<file path="src/pkg/fsl_map.vh">
// constants for the fault status latch and reset control block
`ifndef FSL_MAP_VH
`define FSL_MAP_VH

// ==========================================
// clock and times
`define FSL_CLK_HZ        25000000
`define FSL_RST_HOLD_US   512
`define FSL_HIZ_US        800
`define FSL_STAB_MS       3
// interval lengths in clock cycles at the clock above, sized to the counter
`define FSL_RST_HOLD_CYC  17'h03200
`define FSL_HIZ_CYC       17'h04E20
`define FSL_STAB_CYC      17'h124F8

// ==========================================
// counter width
`define FSL_CNT_W         17

// ==========================================
// supervision states
`define FSL_SEQ_RUN       2'h0
`define FSL_SEQ_HIZ       2'h1
`define FSL_SEQ_STAB      2'h2

`endif

</file>
<file path="src/verilog/fsl_top.v">
// fault status latch, pin reset qualifier and self-test control
`timescale 1ns/1ps
`include "fsl_map.vh"

module fsl_top #(
   parameter [`FSL_CNT_W-1:0] RST_HOLD_CYC = `FSL_RST_HOLD_CYC,
   parameter [`FSL_CNT_W-1:0] HIZ_CYC      = `FSL_HIZ_CYC,
   parameter [`FSL_CNT_W-1:0] STAB_CYC     = `FSL_STAB_CYC
) (
   // clock and power-on reset
   input  wire clock,
   input  wire rst,
   // reset pin pair
   input  wire reset_pin_n,
   input  wire reset_pin_oe,
   input  wire reset_strobe,
   // fault sources
   input  wire fault_parity,
   input  wire fault_overtemp,
   input  wire fault_clock,
   input  wire fault_terminal,
   // self-test pin and polarity, operating mode
   input  wire self_test_input,
   input  wire self_test_polarity_bit,
   input  wire normal_mode,
   // status pin
   output reg  status_out,
   output reg  status_oe,
   // self-test, mode, reset and status latch outputs
   output reg  self_test_active,
   output reg  deflect_pos,
   output reg  deflect_neg,
   output reg  spi_enable,
   output reg  internal_reset,
   output reg  status_latch
);

   // ==========================================
   // last count of each timed interval
   localparam [`FSL_CNT_W-1:0] RST_HOLD_LAST = RST_HOLD_CYC - 1'b1;
   localparam [`FSL_CNT_W-1:0] HIZ_LAST      = HIZ_CYC - 1'b1;
   localparam [`FSL_CNT_W-1:0] STAB_LAST     = STAB_CYC - 1'b1;

   // ==========================================
   // reset pin qualification
   reg [`FSL_CNT_W-1:0] hold_cnt_reg;
   wire                 rst_pin_eff;
   wire                 rst_pin_sync;
   wire                 strobe_sync;
   wire                 qual_active;
   wire                 qual_hit;
   wire                 dev_reset;

   // pull-up: undriven pin reads high
   assign rst_pin_eff = reset_pin_oe ? reset_pin_n : 1'b1;

   // both pin levels pass two flops before use
   fsl_sync2 #(
      .RST_VAL (1'b1)
   ) rst_pin_sync_u (
      .clock (clock),
      .rst   (rst),
      .din   (rst_pin_eff),
      .dout  (rst_pin_sync)
   );

   fsl_sync2 #(
      .RST_VAL (1'b0)
   ) strobe_sync_u (
      .clock (clock),
      .rst   (rst),
      .din   (reset_strobe),
      .dout  (strobe_sync)
   );

   // pin low with strobe high, as seen after the synchronizers
   assign qual_active = !rst_pin_sync && strobe_sync;
   assign qual_hit    = qual_active && (hold_cnt_reg == RST_HOLD_LAST);
   assign dev_reset   = rst | internal_reset;

   // hold counter; any break in the hold restarts it
   always @(posedge clock) begin
      if (rst) begin
         hold_cnt_reg <= {`FSL_CNT_W{1'b0}};
      end else if (qual_active && !qual_hit) begin
         hold_cnt_reg <= hold_cnt_reg + 1'b1;
      end else begin
         hold_cnt_reg <= {`FSL_CNT_W{1'b0}};
      end
   end

   // one-cycle internal reset pulse; a longer hold gives another
   always @(posedge clock) begin
      if (rst) begin
         internal_reset <= 1'b0;
      end else begin
         internal_reset <= qual_hit;
      end
   end

   // ==========================================
   // self-test synchronizer and edge detect
   wire selftest_sync;
   reg  selftest_prev_reg;
   reg  clear_pulse_reg;

   // pin level crosses into the internal clock here
   fsl_sync2 #(
      .RST_VAL (1'b0)
   ) selftest_sync_u (
      .clock (clock),
      .rst   (rst),
      .din   (self_test_input),
      .dout  (selftest_sync)
   );

   // previous level resets low like the idle pin: no false edge
   always @(posedge clock) begin
      if (rst) begin
         selftest_prev_reg <= 1'b0;
         clear_pulse_reg   <= 1'b0;
      end else begin
         selftest_prev_reg <= selftest_sync;
         clear_pulse_reg   <= selftest_sync & ~selftest_prev_reg;
      end
   end

   // ==========================================
   // self-test stimulus
   // the polarity bit picks one direction: deflect_pos when low, deflect_neg when high
   always @(posedge clock) begin
      if (rst) begin
         self_test_active <= 1'b0;
         deflect_pos      <= 1'b0;
         deflect_neg      <= 1'b0;
      end else begin
         self_test_active <= selftest_sync;
         deflect_pos      <= selftest_sync & ~self_test_polarity_bit;
         deflect_neg      <= selftest_sync & self_test_polarity_bit;
      end
   end

   // ==========================================
   // pin function by operating mode
   always @(posedge clock) begin
      if (rst) begin
         spi_enable <= 1'b0;
      end else begin
         spi_enable <= ~normal_mode;
      end
   end

   // ==========================================
   // fault sources
   reg  term_reg;
   wire fault_live;
   wire fault_now;

   // live faults set the latch while present
   assign fault_live = fault_parity | fault_overtemp | fault_clock;
   // a terminal fault never lets go, so every clear is undone
   assign fault_now  = fault_live | term_reg;

   // terminal fault is sticky until power-on reset
   always @(posedge clock) begin
      if (rst) begin
         term_reg <= 1'b0;
      end else if (fault_terminal) begin
         term_reg <= 1'b1;
      end
   end

   // ==========================================
   // post-reset sequence
   localparam [1:0] SEQ_RUN  = `FSL_SEQ_RUN;
   localparam [1:0] SEQ_HIZ  = `FSL_SEQ_HIZ;
   localparam [1:0] SEQ_STAB = `FSL_SEQ_STAB;

   reg [1:0]            state_reg;
   reg [1:0]            state_next;
   reg [`FSL_CNT_W-1:0] seq_cnt_reg;
   reg [`FSL_CNT_W-1:0] seq_cnt_next;

   // next state and interval count
   always @* begin
      state_next   = state_reg;
      seq_cnt_next = seq_cnt_reg + 1'b1;
      case (state_reg)
         SEQ_HIZ: begin
            // pin floats until this interval runs out
            if (seq_cnt_reg == HIZ_LAST) begin
               state_next   = SEQ_STAB;
               seq_cnt_next = {`FSL_CNT_W{1'b0}};
            end
         end

         SEQ_STAB: begin
            // internal circuitry settling; clears refused here
            if (seq_cnt_reg == STAB_LAST) begin
               state_next   = SEQ_RUN;
               seq_cnt_next = {`FSL_CNT_W{1'b0}};
            end
         end

         SEQ_RUN: begin
            seq_cnt_next = {`FSL_CNT_W{1'b0}};
         end

         default: begin
            state_next   = SEQ_HIZ;
            seq_cnt_next = {`FSL_CNT_W{1'b0}};
         end
      endcase
   end

   // internal reset restarts the sequence just like power-on reset
   always @(posedge clock) begin
      if (dev_reset) begin
         state_reg   <= SEQ_HIZ;
         seq_cnt_reg <= {`FSL_CNT_W{1'b0}};
      end else begin
         state_reg   <= state_next;
         seq_cnt_reg <= seq_cnt_next;
      end
   end

   // ==========================================
   // status latch and status pin
   wire clear_ok;
   wire drive_next;
   wire latch_next;

   // clears only count once the stabilization delay is over
   assign clear_ok   = clear_pulse_reg && (state_reg == SEQ_RUN);
   assign drive_next = (state_next != SEQ_HIZ);
   // set wins over clear; a fault still present re-sets at once
   assign latch_next = fault_now | (status_latch & ~clear_ok);

   // reset and initialization are reported as a set latch
   always @(posedge clock) begin
      if (dev_reset) begin
         status_latch <= 1'b1;
      end else begin
         status_latch <= latch_next;
      end
   end

   // pin mirrors the latch once it is driven
   always @(posedge clock) begin
      if (dev_reset) begin
         status_out <= 1'b0;
         status_oe  <= 1'b0;
      end else begin
         status_out <= drive_next & latch_next;
         status_oe  <= drive_next;
      end
   end

endmodule

// ==========================================
// two-flop synchronizer for one pin level
// reset value matches the pin's idle level
module fsl_sync2 #(
   parameter [0:0] RST_VAL = 1'b0
) (
   // clock and reset
   input  wire clock,
   input  wire rst,
   // pin level in, synchronized level out
   input  wire din,
   output wire dout
);

   reg meta_reg;
   reg sync_reg;

   // only the second flop is read outside
   assign dout = sync_reg;

   always @(posedge clock) begin
      if (rst) begin
         meta_reg <= RST_VAL;
         sync_reg <= RST_VAL;
      end else begin
         meta_reg <= din;
         sync_reg <= meta_reg;
      end
   end

endmodule
</file>
<file path="config.mk">
export PLATFORM = sky130hd
export DESIGN_NAME = fsl_top
export DESIGN_NICKNAME = d
export VERILOG_FILES = /design/src/verilog/fsl_top.v
export VERILOG_INCLUDE_DIRS = /design/src /design/src/pkg
export SDC_FILE = /design/constraint.sdc
export NUM_CORES = 1
export LEC_CHECK = 0
export BUFFER_PORTS_ARGS = -buffer_cell sky130_fd_sc_hd__buf_2
export CAP_MARGIN = 20
export CORE_MARGIN = 4
export CORE_UTILIZATION = 55
export CTS_CLUSTER_DIAMETER = 50
export DETAILED_ROUTE_END_ITERATION = 8
export HOLD_SLACK_MARGIN = 0.15
export PLACE_DENSITY = 0.8
export SYNTH_ARGS = -nofsm -noshare
export SYNTH_HDL_FRONTEND = slang
export SYNTH_HIERARCHICAL = 1
export SYNTH_SLANG_ARGS = --single-unit
</file>
<file path="constraint.sdc">
create_clock -name clock -period 3.6 [get_ports clock]
set_clock_uncertainty 0.2 [all_clocks]
set_input_delay 0 -clock clock [delete_from_list [all_inputs] [get_ports clock]]
set_output_delay 0 -clock clock [all_outputs]
set_load 0.02 [all_outputs]
</file>
# Yosys cells after proc, flatten, opt, wreduce, memory -nomap -nowiden
# Index checks and enable logic that the tools add are counted.
[word_totals]
regBits = 52
input_bits = 12
[op_classes]
add_sub_neg = 2
eq_ne = 6
muxes = 6
bitwise_logic = 16
reduce_logical = 9
[op_table]
columns = ["cell", "count"]
rows = [
  ["adder 17 x 1 -> 17 bit (second input constant)", 2],
  ["two-way mux 17 bit", 2],
  ["one-hot mux 17 bit (2 select lines)", 1],
  ["equality test 17 x 14 -> 1 bit (second input constant)", 1],
  ["equality test 17 x 15 -> 1 bit (second input constant)", 1],
  ["equality test 17 bit (second input constant)", 1],
  ["NOT 1 bit", 6],
  ["one-hot mux 2 bit (3 select lines)", 1],
  ["AND 1 bit", 5],
  ["OR 1 bit", 5],
  ["logical AND 1 bit", 4],
  ["two-way mux 2 bit", 2],
  ["OR reduction 2 bit", 2],
  ["equality test 2 x 1 -> 1 bit (second input constant)", 1],
  ["equality test 2 bit (second input constant)", 1],
  ["logical NOT 1 bit", 2],
  ["logical NOT 2 bit", 1],
  ["inequality test 2 x 1 -> 1 bit (second input constant)", 1],
]

# Depth between registers and ports, before layout
[depth]
ltp_word = 7
ltp_mapped = 8

# By module
# Netlist, hierarchy kept.
[by_module_without_submodules]
columns = ["module", "n_inst", "cells_each", "area_per_inst_um2", "seq_area_each_um2"]
rows = [
  ["fsl_top", 1, 226, 2092.0, 920.9],
  ["fsl_sync2", 3, 4, 52.6, 40.0],
]

# Least setup slack after synthesis
# Ideal clock, no wire load.
[synth_path]
kind = "register to register"
startpoint = "reg seq_cnt_reg[0]"
endpoint = "reg seq_cnt_reg[10]"
setup_ps = 86
arrival_time_ps = 1682
required_ps = 3314
setup_slack_ps = 1632
stages_incl_launch_ff = 9
n_path_buf = 3
cell_sequence = "dfxtp_1 -> ha_1 -> and4_1 -> clkbuf_1 -> and4_1 -> nand2b_1 -> buf_2 -> buf_6 -> a211oi_1"
[synth_between]
elab_chain_cells = 3
[synth_rtl]
columns = ["element", "line_no", "rtl"]
rows = [
  ["start: declaration", "fsl_top.v:181", "reg [`FSL_CNT_W-1:0] seq_cnt_reg;"],
  ["start signal: assignment", "fsl_top.v:220", "seq_cnt_reg <= {`FSL_CNT_W{1'b0}};"],
  ["start signal: assignment", "fsl_top.v:223", "seq_cnt_reg <= seq_cnt_next;"],
  ["adder 17 x 1 -> 17 bit (tied with other cells)", "fsl_top.v:187", "seq_cnt_next = seq_cnt_reg + 1'b1;"],
  ["two-way mux 17 bit (on tied branches)", "fsl_top.v:199, fsl_top.v:191", ""],
  ["one-hot mux 17 bit (2 select lines) *", "fsl_top.v:188", "case (state_reg)"],
]
# Mark *: on every way between the ends. The rest lies on a longest branch, timed or not.
# A chain may end at the register's enable or synchronous reset.

# Worst setup path after layout
[layout_path]
startpoint = "reg seq_cnt_reg[0]"
endpoint = "reg seq_cnt_reg[13]"
# The elaborated chain is that of the path after synthesis.

==> impl_metrics.toml <==
[global_route]
grt.total_usage_pct = 20.24
grt_pass1_wl_microns = 8335
grt_pass1_vias = 1819
grt_start_max_net_pins = 19
antenna_found_initial = 0
grt_overflow = 0

[cells_and_area]
area_growth_pct = 14.96
diodes = 0
fin_cells = 318
num-nets-final = 287
fin_util_pct = 68.08
drive_above_1_share_pct = 12.22

[placement]
placed_cells = 297
post-place-ws_ns = 1.253
dp_hpwl_microns = 2810
gp_congestion = 0.8691
portBuffers = 19

[routing]
drt-initial-drc-count = 120
antenna_left = 0
dr.pass1.iters = 4
drcViolationCount = 0
wl_per_cell_microns = 14.83
drt-total-wl_microns = 4716
via_per_inst = 5.739
num_vias = 1825

[clock_network]
cts_buffer_depth = 2
clkLatencyLatePin_ns = 0.31
cts_inserted_buffers = 5
cts_tree = "yes"
post_cts_resized = 0
root_buffer = "clkbuf_8"
cts_max_level = 2
clkSlewWorstSetupHoldPaths_ns = 0.10
cts.sinks = 52

[die]
initial_core_util_pct = 59.22
io_pins = 20
die_x_microns = 71.96
die_y_microns = 71.96
die-area_sq_um = 5178
design.core.area_sq_um = 3799
num_rows = 22

[synth]
synth_top_cell_by_area = "dfxtp_1"
ys_types = 41
ys_seq_elements = 52
synthCells = 238
syn-num-nets = 256
async_flop_share_pct = 0
post-synth-top-count-cell = "dfxtp_1"
synth_top_area_share_pct = 46.27
synth_edf_count = 0
yosysSeqAreaShare_pct = 46.27
syn_avg_cell_area_sq_um = 9.452
synth_area_leaders = "dfxtp_1, xor2_1, a211oi_1"
synthTopCellsByCount = "dfxtp_1, nor2_1, a211oi_1"
ys.flop_type = "dfxtp_1"
syn_area_sq_um = 2250
yosysWarnings = 6

[critical_path]
worst-path-max-fanout = 18
critical-path-max-stage-delay_ns = 0.57
cp_slowest_cell = "nand2b_1"
cp.arrival_ns = 2.34
path_class = "reg2reg"
critPathBufInv = 0
cp_data_required_time_ns = 3.56
cp_top_family = "simple AND/OR/NAND/NOR gates"
crit_path_cell_trace = "ha_1, and4_1, and4_1, nand2b_1, a221oi_1"
end_kind = "flop"
cp_common_cell = "and4_1"
startpoint_type = "flop"

[timing]
finalSetupViolations = 0
hold_ws_ns = 0.2282
fin_ws_ns = 1.217
slew_violations = 0
fin_setup_tns_ns = 0
clock.fmax_mhz = 419.6
tightest_slew_ns = 0.6879
min_period_over_period_pct = 66.20
period_minus_slack_ns = 2.383
rsz0062_at_grt = "false"
finalHoldViolCount = 0
slew_headroom_pct = 54.14

[outcome]
status = "finished, final reports clean"

[pwr]
vdd_drop_max_v = 0.0003930
p_leak_nw = 0.8986
power.density_nw_per_um2 = 405.7

[flow_run]
maxCapViolations = 0

[hold_path]
worst_hold_path_type = "reg2reg"
[path summary, 6_finish.rpt]
check,from,endpoint,slack [ns],depth (start not counted)
max,seq_cnt_reg[0],seq_cnt_reg[13],1.22,5
max reg2reg,seq_cnt_reg[0],seq_cnt_reg[13],1.22,5
min,rst_pin_sync_u/meta_reg,rst_pin_sync_u/dout,0.23,1
min reg2reg,rst_pin_sync_u/meta_reg,rst_pin_sync_u/dout,0.23,1
[what timing repair did]
action                    CTS  global route
hold endpoints to repair   24             0
hold buffers               13             0
buffers inserted            0             0
[cells by family (layout without fill, tap and decap cells)]
logic type / after synthesis / count (layout) / share of synthesized area [%]
simple gates: 107 / 107 / 26.92
flops: 52 / 52 / 46.27
compound gates: 30 / 30 / 9.622
xor+xnor: 26 / 26 / 10.12
buf+inv: 17 / 49 / 3.726
fa+ha+maj: 6 / 6 / 3.337
[report_power, final]
group | switching [mW] | internal (mW)
Clock | 0.200 | 0.156
Combinational | 0.0539 | 0.0357
Sequential | 0.0113 | 0.592
[worst reg2reg max path: cells and delay by family (launching register included)]
family,cells,cell delay (ns)
DFF,1,0.39
adders and majority gates,1,0.25
and+or+nand+nor,3,1.20
AOI/OAI and AO/OA,1,0.20
[layer usage]
metal | GRT usage [%] | up-vias | share of wire, %
li1 | - | 909 | -
met1 | 24.53 | 864 | 46
met2 | 33.67 | 41 | 47
met3 | 5.956 | 11 | 5.5
met4 | 8.142 | 0 | 2.2
met5 | 0 | - | 0
[cell type report]
type	instances	area, sq um
clock buffers	6	82.58
clock inverters	2	15.01
fillers	294	1212
inverters	8	30.03
multi-input cells	169	1125
flip-flops and latches	52	1041
well taps	48	60.06
repair buffers	33	232.7
[per-stage QoR]
| step | cell area [sq um] | total power [mW] |
|---|---|---|
| floorplan | 2250 | 0.6716 |
| global placement | 2359 | 0.6884 |
| detailed placement | 2359 | 0.6918 |
| CTS | 2586 | 1.048 |
| global route | 2586 | 1.090 |
| finish | 2586 | 1.049 |
[cells in the final DEF, fill, tap and decap left out, drive strengths merged, types with 4 or more instances in the layout]
cell type and count:
dfxtp 52, nor2 29, or3 5, clkbuf 6
ha 6, or4 4, xor2 14, o21ai 4
nand4 12, buf 20, inv 8, nand3 14
and4 4, a211oi 16, nand2 13, dlygate4sd3 13
xnor2 12, nor2b 4, nor4 4
Note: power is estimated with default switching activity, not from simulation.
